`src/rtl/pse_port_regs.svh`:
```
/*
 * register offsets, field positions, reset values and timing figures
 * of the quad port command block.
 * assumes a 40 MHz system clock; included by its bare name.
 */
`ifndef PSE_PORT_REGS_SVH
`define PSE_PORT_REGS_SVH

// ============================================================
// register offsets
`define PSE_OFS_GLOBAL 8'h17
`define PSE_OFS_PROBE 8'h18
`define PSE_OFS_POWER 8'h19

// ============================================================
// global option fields and reset value
`define PSE_GLB_RESET 8'h80
`define PSE_GLB_ALERT_OFF 7
`define PSE_GLB_MULTIBIT 4
`define PSE_GLB_CLASS_CHG 3
`define PSE_GLB_DETECT_CHG 2
`define PSE_GLB_MIDSPAN 1
`define PSE_GLB_WMASK 8'h9e

// ============================================================
// command field positions: upper nibble class/off, lower detect/on
`define PSE_CMD_HI 4
`define PSE_CMD_LO 0

// ============================================================
// timing and budget figures
`define PSE_CLK_KHZ 40000
`define PSE_INRUSH_MS 60
`define PSE_BUDGET_BASE 8'h10
`define PSE_BUDGET_STEP 8'h20

`endif

```
`src/rtl/pse_pkg.sv`:
```
/*
 * types shared by the quad port command block.
 * assumes nothing beyond a SystemVerilog compiler.
 */
package pse_pkg;
	typedef enum logic [1:0]
	{
		PSE_MODE_SHUTDOWN,
		PSE_MODE_MANUAL,
		PSE_MODE_HOST_ASSISTED,
		PSE_MODE_AUTO
	} pse_mode_type;

	typedef enum logic [2:0]
	{
		SEQ_IDLE,
		SEQ_WAIT_PROBE,
		SEQ_DETECT,
		SEQ_CLASSIFY,
		SEQ_INRUSH,
		SEQ_GOOD
	} pse_seq_state_type;
endpackage : pse_pkg

```
`src/rtl/pse_port_seq.sv`:
```
/*
 * power-up sequencer of one port: probes, fet on, inrush, power good.
 * assumes probe engine and analog monitors are synchronous to clk_sys.
 */
`timescale 1ns/10ps
`include "pse_port_regs.svh"

module pse_port_seq #(
	parameter int unsigned INRUSH_CYCLES = `PSE_INRUSH_MS * `PSE_CLK_KHZ
) (
	input wire logic clk_sys,
	input wire logic rst_b,
	input wire logic portClear,
	input wire logic powerOn,
	input wire logic skipProbe,
	input wire logic probeBusy,
	input wire logic detectValid,
	input wire logic classValid,
	input wire logic probeFault,
	input wire logic drainLow,
	input wire logic removePower,
	output logic detectReq,
	output logic classReq,
	output logic fetOn,
	output logic powerGood,
	output logic preFaultEvt,
	output logic inrushFaultEvt,
	output logic loadBudget
);
	pse_pkg::pse_seq_state_type state_reg;
	logic [31:0] inrushCnt_reg;

	// ============================================================
	// sequence
	always_ff @(posedge clk_sys)
	begin
		detectReq <= 1'b0;
		classReq <= 1'b0;
		preFaultEvt <= 1'b0;
		inrushFaultEvt <= 1'b0;
		loadBudget <= 1'b0;
		if (!rst_b || portClear)
		begin
			state_reg <= pse_pkg::SEQ_IDLE;
			fetOn <= 1'b0;
			powerGood <= 1'b0;
			inrushCnt_reg <= 32'h0;
		end
		else
		begin
			case (state_reg)
				pse_pkg::SEQ_IDLE:
					if (powerOn && skipProbe)
					begin
						fetOn <= 1'b1;
						loadBudget <= 1'b1;
						inrushCnt_reg <= 32'h0;
						state_reg <= pse_pkg::SEQ_INRUSH;
					end
					else if (powerOn)
						state_reg <= pse_pkg::SEQ_WAIT_PROBE;
				pse_pkg::SEQ_WAIT_PROBE:
					// running probes finish before the fresh ones
					if (!probeBusy)
					begin
						detectReq <= 1'b1;
						state_reg <= pse_pkg::SEQ_DETECT;
					end
				pse_pkg::SEQ_DETECT:
					if (probeFault)
					begin
						preFaultEvt <= 1'b1;
						state_reg <= pse_pkg::SEQ_IDLE;
					end
					else if (detectValid)
					begin
						classReq <= 1'b1;
						state_reg <= pse_pkg::SEQ_CLASSIFY;
					end
				pse_pkg::SEQ_CLASSIFY:
					if (probeFault)
					begin
						preFaultEvt <= 1'b1;
						state_reg <= pse_pkg::SEQ_IDLE;
					end
					else if (classValid)
					begin
						fetOn <= 1'b1;
						loadBudget <= 1'b1;
						inrushCnt_reg <= 32'h0;
						state_reg <= pse_pkg::SEQ_INRUSH;
					end
				pse_pkg::SEQ_INRUSH:
					if (removePower)
					begin
						fetOn <= 1'b0;
						state_reg <= pse_pkg::SEQ_IDLE;
					end
					else if (inrushCnt_reg + 32'h1 < INRUSH_CYCLES)
						inrushCnt_reg <= inrushCnt_reg + 32'h1;
					else if (drainLow)
					begin
						powerGood <= 1'b1;
						state_reg <= pse_pkg::SEQ_GOOD;
					end
					else
					begin
						fetOn <= 1'b0;
						inrushFaultEvt <= 1'b1;
						state_reg <= pse_pkg::SEQ_IDLE;
					end
				pse_pkg::SEQ_GOOD:
					if (removePower)
					begin
						fetOn <= 1'b0;
						powerGood <= 1'b0;
						state_reg <= pse_pkg::SEQ_IDLE;
					end
				default:
					state_reg <= pse_pkg::SEQ_IDLE;
			endcase
		end
	end
endmodule : pse_port_seq

```
`src/rtl/pse_port_cmd.sv`:
```
/*
 * global options and the probe and power command registers of a four
 * port power sourcing controller, with per-port status and budgets.
 * assumes a register port already decoded from the two-wire interface,
 * a probe engine and analog monitors, all synchronous to clk_sys.
 */
// What this block does
// - global bit 7 gates alert pin drive, 1 disables; resets to 0x80
// - global bit 4 picks single-bit or multi-bit port priority
// - global bit 3: class-done on every update, or only on change
// - global bit 2: detect-done on every update, or only on change
// - global bit 1 picks endspan (0) or midspan (1) placement
// - probe command: class bits 7..4, detect bits 3..0, port 4 high
// - pair 00 nothing, 01 detect, 10 invalid, 11 detect and class
// - in host-assisted and auto modes probe bits go to the probe-enable register
// - power command bits 7..4 set to 1 power the port off
// - power-off, emergency, reinit or shutdown reset port state
// - power-on lets probes finish, then detects and classifies anew
// - faults before fet on give a pre-power fault event
// - fet on sets supply-on, then an inrush interval runs
// - drain not below 2 V after inrush: disconnect, inrush fault
// - budget loaded from granted tier; overruns give over-budget events
// - autoclass power updates budget when enabled and supported
// - host may overwrite budget later; device polices that value
// - manual with both probe enables 0 powers at once, host budget
// - keep-power bit keeps power on overruns but still reports
`timescale 1ns/10ps
`include "pse_port_regs.svh"

module pse_port_cmd #(
	parameter int unsigned PORTS = 4,
	parameter int unsigned INRUSH_CYCLES = `PSE_INRUSH_MS * `PSE_CLK_KHZ
) (
	input wire logic clk_sys,
	input wire logic rst_b,
	input wire logic [7:0] regAddr,
	input wire logic [7:0] regWrData,
	input wire logic regWrEn,
	input wire logic regRdEn,
	output logic [7:0] regRdData,
	input wire logic alertRequest,
	input wire logic alert_pin_n_in,
	output logic alert_pin_n_out,
	output logic alert_pin_n_oe,
	output logic multiBitPriority,
	output logic midspan,
	input wire logic [7:0] portMode,
	input wire logic probeEnableLoad,
	input wire logic [7:0] probeEnableIn,
	output logic [7:0] probeEnable,
	output logic [3:0] probeDetectReq,
	output logic [3:0] probeClassReq,
	input wire logic [3:0] probeBusy,
	input wire logic [3:0] detectValid,
	input wire logic [15:0] detectResult,
	input wire logic [3:0] classValid,
	input wire logic [15:0] classResult,
	input wire logic [3:0] probeFault,
	output logic [15:0] detectStatus,
	output logic [15:0] classStatus,
	output logic [3:0] detectDoneEvt,
	output logic [3:0] classDoneEvt,
	input wire logic emergency_off_evt,
	input wire logic [3:0] portReinit,
	output logic [3:0] portClear,
	input wire logic [3:0] drainLow,
	output logic [3:0] fetOn,
	output logic [3:0] supplyOn,
	output logic [3:0] powerGood,
	output logic [3:0] preFaultEvt,
	output logic [3:0] inrushFaultEvt,
	input wire logic [15:0] granted_tier,
	input wire logic [31:0] host_budget,
	input wire logic [3:0] autoAutoclass,
	input wire logic [3:0] autoclassCapable,
	input wire logic [3:0] autoclassValid,
	input wire logic [31:0] autoclassPower,
	input wire logic [3:0] budgetWrEn,
	input wire logic [31:0] budgetWrData,
	output logic [31:0] budget_limit,
	input wire logic [31:0] measuredPower,
	input wire logic [3:0] keep_power_on_overbudget,
	input wire logic [3:0] current_limit_evt,
	input wire logic [3:0] disconnectEvt,
	output logic [3:0] overbudget_evt
);
	logic [7:0] global_reg;
	logic [3:0] portOnCmd;
	logic [3:0] port_off_cmd;
	logic [3:0] startPower;
	logic [3:0] skipProbe;
	logic [3:0] seqDetectReq;
	logic [3:0] seqClassReq;
	logic [3:0] cmdDetectReq;
	logic [3:0] cmdClassReq;
	logic [3:0] loadBudget;
	logic [3:0] removePower;
	logic [3:0] overRun;
	logic [3:0] overRun_reg;
	logic wrGlobal;
	logic wrProbe;
	logic wrPower;

	// ============================================================
	// helpers
	function automatic pse_pkg::pse_mode_type modeOf(
		input logic [7:0] modes,
		input int p
	);
		modeOf = pse_pkg::pse_mode_type'(modes[2*p +: 2]);
	endfunction : modeOf

	// budget per granted tier; a linear scale keeps the table small
	function automatic logic [7:0] tierBudget(input logic [3:0] tier);
		logic [7:0] prod;
		prod = 8'(tier * `PSE_BUDGET_STEP);
		tierBudget = prod + `PSE_BUDGET_BASE;
	endfunction : tierBudget

	// ============================================================
	// register port decode
	assign wrGlobal = regWrEn && regAddr == `PSE_OFS_GLOBAL;
	assign wrProbe = regWrEn && regAddr == `PSE_OFS_PROBE;
	assign wrPower = regWrEn && regAddr == `PSE_OFS_POWER;

	always_ff @(posedge clk_sys)
	begin
		if (!rst_b)
			global_reg <= `PSE_GLB_RESET;
		else if (wrGlobal)
			global_reg <= regWrData & `PSE_GLB_WMASK;
	end

	// command registers are write only and read back as zero
	always_ff @(posedge clk_sys)
	begin
		if (!rst_b)
			regRdData <= 8'h00;
		else if (regRdEn && regAddr == `PSE_OFS_GLOBAL)
			regRdData <= global_reg;
		else if (regRdEn)
			regRdData <= 8'h00;
	end

	// ============================================================
	// global options
	// open drain: the pin is only ever pulled low, never driven high
	assign alert_pin_n_out = 1'b0;
	assign alert_pin_n_oe = alertRequest &&
		!global_reg[`PSE_GLB_ALERT_OFF];
	assign multiBitPriority = global_reg[`PSE_GLB_MULTIBIT];
	assign midspan = global_reg[`PSE_GLB_MIDSPAN];

	// ============================================================
	// probe command
	always_comb
	begin
		cmdDetectReq = 4'h0;
		cmdClassReq = 4'h0;
		for (int p = 0; p < PORTS; p++)
		begin
			if (wrProbe && modeOf(portMode, p) == pse_pkg::PSE_MODE_MANUAL)
			begin
				// pair 10 is invalid and is dropped
				cmdDetectReq[p] = regWrData[`PSE_CMD_LO + p];
				cmdClassReq[p] = regWrData[`PSE_CMD_HI + p] &&
					regWrData[`PSE_CMD_LO + p];
			end
		end
	end

	assign probeDetectReq = cmdDetectReq | seqDetectReq;
	assign probeClassReq = cmdClassReq | seqClassReq;

	always_ff @(posedge clk_sys)
	begin
		if (!rst_b)
			probeEnable <= 8'h00;
		else
		begin
			if (probeEnableLoad)
				probeEnable <= probeEnableIn;
			for (int p = 0; p < PORTS; p++)
			begin
				if (wrProbe &&
					(modeOf(portMode, p) == pse_pkg::PSE_MODE_HOST_ASSISTED ||
					modeOf(portMode, p) == pse_pkg::PSE_MODE_AUTO))
				begin
					probeEnable[`PSE_CMD_HI + p] <=
						regWrData[`PSE_CMD_HI + p];
					probeEnable[`PSE_CMD_LO + p] <=
						regWrData[`PSE_CMD_LO + p];
				end
			end
		end
	end

	// ============================================================
	// power command
	always_comb
	begin
		portOnCmd = 4'h0;
		port_off_cmd = 4'h0;
		skipProbe = 4'h0;
		portClear = 4'h0;
		for (int p = 0; p < PORTS; p++)
		begin
			if (wrPower)
			begin
				port_off_cmd[p] = regWrData[`PSE_CMD_HI + p];
				portOnCmd[p] = regWrData[`PSE_CMD_LO + p];
			end
			skipProbe[p] = modeOf(portMode, p) == pse_pkg::PSE_MODE_MANUAL &&
				!probeEnable[`PSE_CMD_HI + p] &&
				!probeEnable[`PSE_CMD_LO + p];
			portClear[p] = port_off_cmd[p] || emergency_off_evt ||
				portReinit[p] ||
				modeOf(portMode, p) == pse_pkg::PSE_MODE_SHUTDOWN;
		end
	end

	assign startPower = portOnCmd & ~port_off_cmd;

	// ============================================================
	// probe results and done events
	always_ff @(posedge clk_sys)
	begin
		detectDoneEvt <= 4'h0;
		classDoneEvt <= 4'h0;
		if (!rst_b)
		begin
			detectStatus <= 16'h0;
			classStatus <= 16'h0;
		end
		else
		begin
			for (int p = 0; p < PORTS; p++)
			begin
				// a result that lands with a clear is kept
				if (detectValid[p])
				begin
					detectStatus[4*p +: 4] <= detectResult[4*p +: 4];
					detectDoneEvt[p] <= !global_reg[`PSE_GLB_DETECT_CHG] ||
						detectResult[4*p +: 4] !=
						detectStatus[4*p +: 4];
				end
				else if (portClear[p])
					detectStatus[4*p +: 4] <= 4'h0;
				if (classValid[p])
				begin
					classStatus[4*p +: 4] <= classResult[4*p +: 4];
					classDoneEvt[p] <= !global_reg[`PSE_GLB_CLASS_CHG] ||
						classResult[4*p +: 4] !=
						classStatus[4*p +: 4];
				end
				else if (portClear[p])
					classStatus[4*p +: 4] <= 4'h0;
			end
		end
	end

	// ============================================================
	// budget and policing
	always_ff @(posedge clk_sys)
	begin
		if (!rst_b)
			budget_limit <= 32'h0;
		else
		begin
			for (int p = 0; p < PORTS; p++)
			begin
				if (portClear[p])
					budget_limit[8*p +: 8] <= 8'h00;
				else if (loadBudget[p] && skipProbe[p])
					budget_limit[8*p +: 8] <= host_budget[8*p +: 8];
				else if (loadBudget[p])
					budget_limit[8*p +: 8] <=
						tierBudget(granted_tier[4*p +: 4]);
				else if (budgetWrEn[p])
					budget_limit[8*p +: 8] <= budgetWrData[8*p +: 8];
				else if (autoclassValid[p] && autoAutoclass[p] &&
					autoclassCapable[p])
					budget_limit[8*p +: 8] <= autoclassPower[8*p +: 8];
			end
		end
	end

	always_comb
	begin
		overRun = 4'h0;
		removePower = 4'h0;
		for (int p = 0; p < PORTS; p++)
		begin
			overRun[p] = powerGood[p] &&
				measuredPower[8*p +: 8] > budget_limit[8*p +: 8];
			removePower[p] = current_limit_evt[p] || disconnectEvt[p] ||
				(overRun[p] && !keep_power_on_overbudget[p]);
		end
	end

	always_ff @(posedge clk_sys)
	begin
		if (!rst_b)
		begin
			overRun_reg <= 4'h0;
			overbudget_evt <= 4'h0;
		end
		else
		begin
			overRun_reg <= overRun & ~portClear;
			overbudget_evt <= overRun & ~overRun_reg;
		end
	end

	// ============================================================
	// per-port sequencers
	assign supplyOn = fetOn;

	for (genvar g = 0; g < PORTS; g++)
	begin : gPort
		pse_port_seq #(
			.INRUSH_CYCLES(INRUSH_CYCLES)
		) uSeq (
			.clk_sys(clk_sys),
			.rst_b(rst_b),
			.portClear(portClear[g]),
			.powerOn(startPower[g]),
			.skipProbe(skipProbe[g]),
			.probeBusy(probeBusy[g]),
			.detectValid(detectValid[g]),
			.classValid(classValid[g]),
			.probeFault(probeFault[g]),
			.drainLow(drainLow[g]),
			.removePower(removePower[g]),
			.detectReq(seqDetectReq[g]),
			.classReq(seqClassReq[g]),
			.fetOn(fetOn[g]),
			.powerGood(powerGood[g]),
			.preFaultEvt(preFaultEvt[g]),
			.inrushFaultEvt(inrushFaultEvt[g]),
			.loadBudget(loadBudget[g])
		);
	end
endmodule : pse_port_cmd

```
`config.mk`:
```
export PLATFORM = sky130hd
export DESIGN_NAME = pse_port_cmd
export DESIGN_NICKNAME = d
export VERILOG_FILES = /design/src/rtl/pse_pkg.sv /design/src/rtl/pse_port_seq.sv /design/src/rtl/pse_port_cmd.sv
export VERILOG_INCLUDE_DIRS = /design/src /design/src/rtl
export SDC_FILE = /design/constraint.sdc
export NUM_CORES = 1
export LEC_CHECK = 0
export ABC_CLOCK_PERIOD_IN_PS = 4980
export BUFFER_PORTS_ARGS = -buffer_cell sky130_fd_sc_hd__buf_2
export CAP_MARGIN = 20
export CELL_PAD_IN_SITES_DETAIL_PLACEMENT = 1
export CELL_PAD_IN_SITES_GLOBAL_PLACEMENT = 2
export CORE_AREA = 2 2 223 225
export CTS_CLUSTER_DIAMETER = 120
export DETAILED_ROUTE_END_ITERATION = 8
export DIE_AREA = 0 0 225 227
export PLACE_DENSITY = 0.87
export SLEW_MARGIN = 20
export SYNTH_ARGS = -nofsm -noshare
export SYNTH_HDL_FRONTEND = slang
export SYNTH_HIERARCHICAL = 1
export SYNTH_SLANG_ARGS = --single-unit
```
`constraint.sdc`:
```
create_clock -name clk_sys -period 4.98 [get_ports clk_sys]
set_input_delay 0.249 -clock clk_sys [delete_from_list [all_inputs] [get_ports clk_sys]]
set_output_delay 0.249 -clock clk_sys [all_outputs]
set_load 0.1 [all_outputs]
```
==> results of run 1 <==
cell families after synthesis:
group | count (synthesis)
other cells | 1
buf+inv | 217
fa+ha+maj | 36
simple gates | 869
flops | 266
mux | 87
xor+xnor | 51
compound gates | 478
metal layers:
metal / track usage, % / part of all wire [%] / wire length (um)
met4: 7.69 / 2.7 / 1630
met2: 40.2 / 48 / 29300
met1: 28.6 / 44 / 26400
met3: 4.00 / 5.0 / 3040
met5: 0 / 0 / 0
Yosys cell counts (26+ instances only):
cell type / count / area (sq um)
nor4_1: 30 / 188
mux2i_1: 70 / 701
o211ai_1: 28 / 210
a21oi_1: 45 / 225
nand2b_1: 33 / 206
nor3_1: 39 / 195
nand4_1: 97 / 607
or2_2: 33 / 206
ha_1: 36 / 450
o221ai_1: 26 / 228
o21ai_0: 107 / 536
nand3_1: 109 / 546
inv_1: 84 / 315
dfxtp_1: 266 / 5330
a2111oi_0: 30 / 263
or3_1: 37 / 231
nor2_1: 130 / 488
clkbuf_1: 63 / 236
and2_1: 64 / 400
nand2_1: 186 / 698
a211oi_1: 30 / 225
a21o_1: 35 / 263
a31oi_1: 29 / 181
xor2_1: 34 / 298
worst max path at each step:
stage | end | slack, ns | cells after the start
finish | gPort[1].uSeq/inrushCnt_reg[0] | 0.93 | 8
global route | gPort[0].uSeq/inrushCnt_reg[19] | 0.66 | 8
CTS | gPort[2].uSeq/inrushCnt_reg[0] | 0.91 | 8
detailed placement | gPort[2].uSeq/inrushCnt_reg[0] | 0.93 | 8
global placement | gPort[2].uSeq/inrushCnt_reg[0] | 0.95 | 8
floorplan | gPort[1].uSeq/inrushCnt_reg[10] | 1.71 | 12
cell type report:
cell class                      count  area (sq um)  share of cell area (%)
Antenna cell                        2          5.00                  0.0249
Clock buffer                       45           996                    4.95
Inverter                           84           315                    1.57
Timing Repair Buffer              449          2520                    12.5
Tap cell                          622           778                    3.87
Multi-Input combinational cell   1525          9980                    49.6
Sequential cell                   266          5330                    26.5
Clock inverter                     14           206                    1.03
stage by stage:
step / worst slack [ns] / hold slack [ns] / instance area [sq um] / utilization [%] / power, mW
after global routing: 0.664 / 0.0360 / 20100 / 41.5 / 5.74
after floorplan: 1.71 / 0.327 / 16300 / - / 2.64
after global placement: 0.948 / 0.453 / 18500 / 38.0 / 2.86
final: 0.927 / 0.0428 / 20100 / 41.5 / 5.53
after detailed placement: 0.931 / 0.462 / 18500 / 38.0 / 2.87
after CTS: 0.913 / 0.00596 / 20100 / 41.4 / 5.61
cells in the final DEF (no fill, tap or decap), types with 30 or more instances in the layout:
| cell | instances |
|---|---|
| nor4_1 | 30 |
| or2_2 | 33 |
| inv_1 | 84 |
| nand2_1 | 186 |
| nand3_1 | 109 |
| nand4_1 | 97 |
| ha_1 | 36 |
| a211oi_1 | 30 |
| nor2_1 | 130 |
| nor3_1 | 38 |
| dlygate4sd3_1 | 46 |
| nand2b_1 | 33 |
| a2111oi_0 | 30 |
| and2_1 | 64 |
| a21oi_1 | 45 |
| xor2_1 | 34 |
| o21ai_0 | 107 |
| a21o_1 | 35 |
| mux2i_1 | 70 |
| clkbuf_16 | 37 |
| buf_2 | 385 |
| dfxtp_1 | 266 |
| or3_1 | 37 |
report_power, final:
part,switching (mW),leakage (nW),total [mW],internal (mW)
clock,1.01,0.584,2.67,1.67
sequential,0.0207,2.15,2.17,2.15
combinational,0.463,5.60,0.681,0.217
timing repair:
item / in CTS / in global routing
setup buffers: 0 / 0
hold buffers: 46 / 0
endpoints found under the hold margin: 57 / 0
critical path, cell delays in order (launching register included):
cell and delay [ns]:
dfxtp_1 0.41, nand4_1 0.31, or4_1 0.83, nor4_1 0.44
xnor2_1 0.16, nand4_1 0.18, or3_1 0.73, o31a_4 0.56
mux2_2 0.29
==> flow_summary.ini, run 1 <==
[clock_network]
cts.sinks = 266
cts_buffers = 34
h-tree-depth = 2
cts_buffer_depth = 3
cts_root_buf = clkbuf_16
cts_tree = built
clk_pin_slew_worst_paths_ns = 0.06
cts_resized = 0
worstSkewPairLatency_ns = 0.55

[placed_design]
dp_hpwl_um = 45300
dp_cells = 2900
io_buffers = 386
gp_congestion = 0.859

[yosys]
synth_compound_area_share_pct = 21.1
synthMuxAreaShare_pct = 5.46
yosys_warnings = 6
avgSynthCellArea_sq_um = 8.14
yosys.area_share.xor_xnor_pct = 2.74
postSynthCellCount = 2005
ys_ff_latch = 266
syn_area_sq_mm = 0.0163
synth_seq_area_share_pct = 32.6
ys_types = 82
synth_top_family_by_area = simple AND/OR/NAND/NOR gates
synth-main-ff-cell = dfxtp_1
synth_edf_count = 0
synth-async-reset-ratio_pct = 0
yosys.area_share.simple_pct = 28.8
synth_adder_area_share_pct = 2.76

[routing]
drc = 0
vias = 16900
routed_wl_um = 60400
detail_route.wl_per_cell_um = 20.1
drt_iter0_drc = 728
firstDrtPassIters = 7
vias_per_cell = 5.63
ant_nets = 0

[floorplan]
core_area_sq_mm = 0.0485
row_count = 81
start_util_pct = 33.6
die-area_sq_mm = 0.0511
ios = 396
die_h_um = 227
die_width_um = 225

[pwr]
p_leak_nw = 8.33
powerDensity_mw_per_mm2 = 275
vdd_drop_max_mv = 0.231

[critical_path]
crit_type = reg2reg
r2r_slack_ns = 0.93
crit_fanout = 22
critPathLaunch = gPort[1].uSeq/inrushCnt_reg[5]
cp-start-kind = flip-flop
reg2reg_depth = 8
regToRegEndpoint = gPort[1].uSeq/inrushCnt_reg[0]
cp.arrival_ns = 4.48
required_ns = 5.41
endpoint_kind = flip-flop
r2r-start = gPort[1].uSeq/inrushCnt_reg[5]

[global_route]
grt_pass1_wl_um = 94000
grt_max_degree = 77
first_global_vias = 17300
grt-ovfl-total = 0
track_usage_pct = 23.0
antenna_found_initial = 2

[hold_path]
hold_end = probeEnable[5]
hold_class = in2reg
min_delay_path_depth = 3
min_from = portMode[3]

[cells_and_area]
fill_cells = 5890
finalNonFillerCells = 3007
drive_above_1_share_pct = 23.4
area_growth_pct = 23.2
largest_reg_flops = 128
fin_nets = 2664

[timing]
final.setup_skew_ns = 0.0121
slew_violations = 0
fin_crit_ns = 4.05
period_share_pct = 81.4
setup_viol = 0
tns_ns = 0
grt_setup_unrepaired = no
slew_headroom_pct = 30.0
worstMarginPinSlew_ns = 1.05
clock.fmax_ghz = 0.247
hold_viol_final = 0

[status]
status = completed

[run]
maxCapViolations = 0
Power figures use the tool's default switching activity.
==> run 2, diff against run 1 <==
--- a/config.mk
+++ b/config.mk
@@ -6,16 +6,16 @@
 export SDC_FILE = /design/constraint.sdc
 export NUM_CORES = 1
 export LEC_CHECK = 0
-export ABC_CLOCK_PERIOD_IN_PS = 4980
+export ABC_CLOCK_PERIOD_IN_PS = 3600
 export BUFFER_PORTS_ARGS = -buffer_cell sky130_fd_sc_hd__buf_2
 export CAP_MARGIN = 20
 export CELL_PAD_IN_SITES_DETAIL_PLACEMENT = 1
 export CELL_PAD_IN_SITES_GLOBAL_PLACEMENT = 2
-export CORE_AREA = 2 2 223 225
+export CORE_AREA = 2 2 245 247
 export CTS_CLUSTER_DIAMETER = 120
 export DETAILED_ROUTE_END_ITERATION = 8
-export DIE_AREA = 0 0 225 227
-export PLACE_DENSITY = 0.87
+export DIE_AREA = 0 0 247 249
+export PLACE_DENSITY = 0.77
 export SLEW_MARGIN = 20
 export SYNTH_ARGS = -nofsm -noshare
 export SYNTH_HDL_FRONTEND = slang
==> constraint.sdc (replaced) <==
create_clock -name clk_sys -period 3.6 [get_ports clk_sys]
set_input_delay 0.18 -clock clk_sys [delete_from_list [all_inputs] [get_ports clk_sys]]
set_output_delay 0.18 -clock clk_sys [all_outputs]
set_load 0.1 [all_outputs]
==> run 2 against run 1 <==
Count of clock-buffer cells in the layout rose by 5. Non-clock buffer count up 117. Largest power group unchanged. Core utilization decreased by 5.0 points. Die area is 20% higher. Routed wire length rose by 4.6%. Cell area grew 6.3%. Maximum frequency up 20%. Hold slack worse by 0.026 ns. Critical path depth up 2. Cell count rose by 9.0%. Via count rose by 2.4%. Highest routed layer unchanged.
==> flow_summary.ini, run 2 (synthesis gave the netlist of run 1 again) <==
[status]
status = completed

[cells_and_area]
layout_common_cells = buf_2, dfxtp_1, nand2_1
final_cell_area_sq_mm = 0.0214
largest_reg_flops = 128
finalNonFillerCells = 3277
final_common_cell = buf_2
fin_nets = 2781
area_growth_pct = 31.0
fill_cells = 7132
utilization_pct = 36.4
drive_above_1_share_pct = 25.4

[pwr]
powerDensity_mw_per_mm2 = 363
vdd_drop_max_mv = 0.255
power_frac_seq_pct = 38.7
combPwrFrac_pct = 12.8
p_leak_nw = 8.94
swShare_pct = 26.7
power.total_mw = 7.76
switching_power_mw = 2.07
p_clk_share_pct = 48.4
internal-power_mw = 5.69

[timing]
tns_ns = 0
hold_viol_final = 0
final.setup_skew_ns = 0.0109
slew_violations = 0
setup_viol = 0
hold_ws_ns = 0.0166
clock.fmax_ghz = 0.297
fin_ws_ns = 0.236
fin_crit_ns = 3.36
slew_headroom_pct = 51.0
grt_setup_unrepaired = no
worstMarginPinSlew_ns = 0.735
period_share_pct = 93.4

[floorplan]
die_width_um = 247
start_util_pct = 27.8
row_count = 89
die_h_um = 249
ios = 396
die-area_sq_mm = 0.0615
core_area_sq_mm = 0.0587

[clock_network]
h-tree-depth = 2
clk_pin_slew_worst_paths_ns = 0.06
worstSkewPairLatency_ns = 0.54
cts_buffer_depth = 3
cts_root_buf = clkbuf_16
cts_buffers = 34
cts.sinks = 266
cts_tree = built

[critical_path]
endpoint_kind = flip-flop
required_ns = 4.09
cp.arrival_ns = 3.85
crit_type = reg2reg
crit_chain = ha_1, nand4_2, or3_1, or3_4, mux2i_1, nand4_1, or3_1, buf_4, a2111oi_0, a21o_1
slowest_delay_ns = 0.49
crit_fanout = 11
cp_top_family = simple AND/OR/NAND/NOR gates
path_buf_inv = 1
crit_slowest_cell = or3_1
cp-start-kind = flip-flop
critPathMostFrequentCell = or3_1

[placed_design]
post-place-ws_ns = 0.253
gp_congestion = 0.880
io_buffers = 386
dp_hpwl_um = 48100
dp_cells = 3123
dpl-instance-area_sq_mm = 0.0192

[routing]
firstDrtPassIters = 4
drt_iter0_drc = 903
drc = 0
vias_per_cell = 5.29
vias = 17300
ant_nets = 0
routed_wl_um = 63100
detail_route.wl_per_cell_um = 19.3

[global_route]
grt_pass1_wl_um = 98500
antenna_found_initial = 6
grt-ovfl-total = 0
track_usage_pct = 19.9
grt_max_degree = 64
first_global_vias = 17900

[run]
maxCapViolations = 0

[hold_path]
hold_class = in2reg
## run 2: changes by cell type in the layout (fill, tap and decap cells not counted), moves of 2 or more
cell	delta
dlygate4sd3_1	+45
buf_4	+71
clkbuf_1	-2
clkbuf_8	+7
clkinvlp_4	-2
nor3_1	-3
nor3_2	+3
## run 2: power by group through the flow
| stage | Combinational, mW | Clock, mW | Sequential, mW |
|---|---|---|---|
| after global routing | 1.07 | 3.99 | 3.01 |
| after detailed placement | 0.917 | 0 | 3.07 |
| final | 0.996 | 3.76 | 3.01 |
| after CTS | 0.997 | 3.89 | 3.01 |
| after floorplan | 0.333 | 0 | 3.31 |
| after global placement | 0.897 | 0 | 3.07 |
## run 2: final timing paths
kind,slack [ns],end,from,cells after the start
max,0.24,gPort[2].uSeq/inrushCnt_reg[15],gPort[2].uSeq/inrushCnt_reg[0],10
min,0.02,probeEnable[6],regWrData[6],3
max reg2reg,0.24,gPort[2].uSeq/inrushCnt_reg[15],gPort[2].uSeq/inrushCnt_reg[0],10
min reg2reg,0.47,overbudget_evt[3],overRun_reg[3],2
## run 2: repair_timing
item / in CTS / in global routing
gates resized for setup: 0 / 3
hold buffers: 91 / 0
endpoints found under the setup margin: 0 / 3
endpoints found under the hold margin: 91 / 0
setup buffers: 0 / 0
## run 2: layout make-up
cell class              instances  area [sq um]  area share (%)
well taps                     773           967            4.52
multi-input cells            1525         10000            46.8
flip-flops and latches        266          5330            24.9
clock inverters                10           153           0.714
inverters                      84           315            1.47
repair buffers                566          3530            16.5
diodes                          3          7.51          0.0351
clock buffers                  50          1080            5.07
## run 2: metal layers
metal,wire length [um],vias to the layer above,track usage (%)
met5,0,-,0
met4,1460,0,5.75
met3,3040,84,2.98
met2,30200,380,34.2
met1,28400,8467,25.5
li1,-,8399,-
## run 2: worst reg2reg max path, cell delays in order, from the launching register on
cell and delay [ns]:
dfxtp_1 0.37, ha_1 0.26, nand4_2 0.15, or3_1 0.44, or3_4 0.38, mux2i_1 0.18
nand4_1 0.21, or3_1 0.49, buf_4 0.22, a2111oi_0 0.48, a21o_1 0.13
==> run 3, diff against run 2 <==
--- a/config.mk
+++ b/config.mk
@@ -16,6 +16,7 @@
 export DETAILED_ROUTE_END_ITERATION = 8
 export DIE_AREA = 0 0 247 249
 export PLACE_DENSITY = 0.77
+export RECOVER_POWER = 50
 export SLEW_MARGIN = 20
 export SYNTH_ARGS = -nofsm -noshare
 export SYNTH_HDL_FRONTEND = slang
==> run 3 against run 2 <==
Combinational power decreased by 1%. Sequential share of layout area rose by 0.19 points. Global-route usage did not move. Via count up 0.20%. Count of clock-buffer cells in the layout unchanged. Clock skew shrank 0.0010 ns. Total power shrank 0.11%.
==> flow_summary.ini, run 3 (synthesis gave the netlist of run 1 again) <==
[routing]
firstDrtPassIters = 5
routed_wl_um = 63200
vias = 17400
detail_route.wl_per_cell_um = 19.3
vias_per_cell = 5.30
met1Wirelength_um = 28600
highest_layer = met4
drt_iter0_drc = 895
wl_met2_um = 30200
drc = 0
met3_length_um = 2970
ant_nets = 0

[timing]
worstMarginPinSlew_ns = 1.29
final.setup_skew_ns = 0.00990
tns_ns = 0
setup_viol = 0
period_share_pct = 94.8
slew_violations = 0
hold_ws_ns = 0.0211
clock.fmax_ghz = 0.293
slew_headroom_pct = 14.1
hold_viol_final = 0
fin_crit_ns = 3.41
grt_setup_unrepaired = no

[pwr]
vdd_drop_max_mv = 0.255
power_frac_seq_pct = 38.8
powerDensity_mw_per_mm2 = 365
internal-power_mw = 5.68
switching_power_mw = 2.08
p_clk_share_pct = 48.5
swShare_pct = 26.8
combPwrFrac_pct = 12.7
p_leak_nw = 8.46

[critical_path]
critPathMostFrequentCell = clkbuf_1
crit_fanout = 7
crit_chain = dlygate4sd3_1, clkbuf_1, nor4bb_2, clkbuf_1, and3_1, buf_4, a41o_1, buf_2
cp_top_family = buffers and inverters
cp.arrival_ns = 3.23
path_buf_inv = 5
crit_type = in2out
slowest_delay_ns = 0.67
cp-start-kind = input port
r2r_slack_ns = 0.24
endpoint_kind = output port
crit_slowest_cell = and3_1
required_ns = 3.42

[clock_network]
cts.sinks = 266
clk_pin_slew_worst_paths_ns = 0.05
worstSkewPairLatency_ns = 0.54
cts_tree = built
h-tree-depth = 2
cts_buffer_depth = 3
cts_root_buf = clkbuf_16
cts_buffers = 34
post-cts-setup-buffer-count = 0

[cells_and_area]
final_common_cell = buf_2
area_growth_pct = 30.0
finalNonFillerCells = 3277
largest_reg_flops = 128
utilization_pct = 36.2
fin_nets = 2781
drive_above_1_share_pct = 20.6
layout_common_cells = buf_2, dfxtp_1, nand2_1

[placed_design]
dp_cells = 3123
gp_congestion = 0.880
io_buffers = 386
dp_hpwl_um = 48100

[status]
status = completed

[floorplan]
die_width_um = 247
ios = 396
row_count = 89
die_h_um = 249
start_util_pct = 27.8
die-area_sq_mm = 0.0615
core_area_sq_mm = 0.0587

[run]
maxCapViolations = 0

[hold_path]
hold_class = in2reg

[global_route]
grt_pass1_wl_um = 98500
first_global_vias = 17900
grt_max_degree = 64
track_usage_pct = 19.9
antenna_found_initial = 6
grt-ovfl-total = 0
[run 3: area by class of cell]
cell class / count / area [sq um]
well taps: 773 / 967
clock buffers: 50 / 1080
inverters: 84 / 315
diodes: 3 / 7.51
multi-input cells: 1525 / 10000
flip-flops and latches: 266 / 5330
fillers: 7172 / 37500
repair buffers: 566 / 3360
clock inverters: 10 / 153
[run 3: through the flow]
stage	area [sq um]	setup WS [ns]	total power, mW
final	21200	0.188	7.76
after global routing	21200	0.0362	8.06
after detailed placement	19200	0.253	3.99
after global placement	19200	0.298	3.97
after floorplan	16300	0.326	3.65
after CTS	21400	0.230	7.89
[run 3: worst paths after layout]
kind,startpoint,endpoint,cells after the start
worst max register to register,gPort[0].uSeq/inrushCnt_reg[0],gPort[0].uSeq/inrushCnt_reg[0],9
worst min-delay path,regWrData[6],probeEnable[6],3
worst max-delay path,regWrEn,probeClassReq[3],8
worst min register to register,overRun_reg[3],overbudget_evt[3],2
[run 3: what timing repair did]
action	in CTS	in global routing
endpoints found under the hold margin	91	0
gates resized for setup	0	3
setup endpoints to repair	0	3
hold buffers	91	0
[run 3: per-layer routing]
metal / vias to the layer above / track usage [%]
met2: 386 / 34.2
met3: 85 / 2.98
met4: 0 / 5.75
li1: 8396 / -
met1: 8498 / 25.5
met5: - / 0
[run 3: power by group through the flow]
stage / sequential [mW] / clock (mW) / combinational (mW)
after floorplan: 3.31 / 0 / 0.333
after global placement: 3.07 / 0 / 0.897
after detailed placement: 3.07 / 0 / 0.917
after CTS: 3.01 / 3.89 / 0.997
after global routing: 3.01 / 3.99 / 1.06
final: 3.01 / 3.76 / 0.986
[run 3: worst reg2reg max path, stage by stage, from the launching register on]
cell and delay, ns:
dfxtp_1 0.38, ha_1 0.25, nand4_2 0.14, or3_1 0.47, or3_4 0.40, mux2i_1 0.17, nand4_1 0.21, or3_1 0.48
o31a_4 0.46, mux2_2 0.30
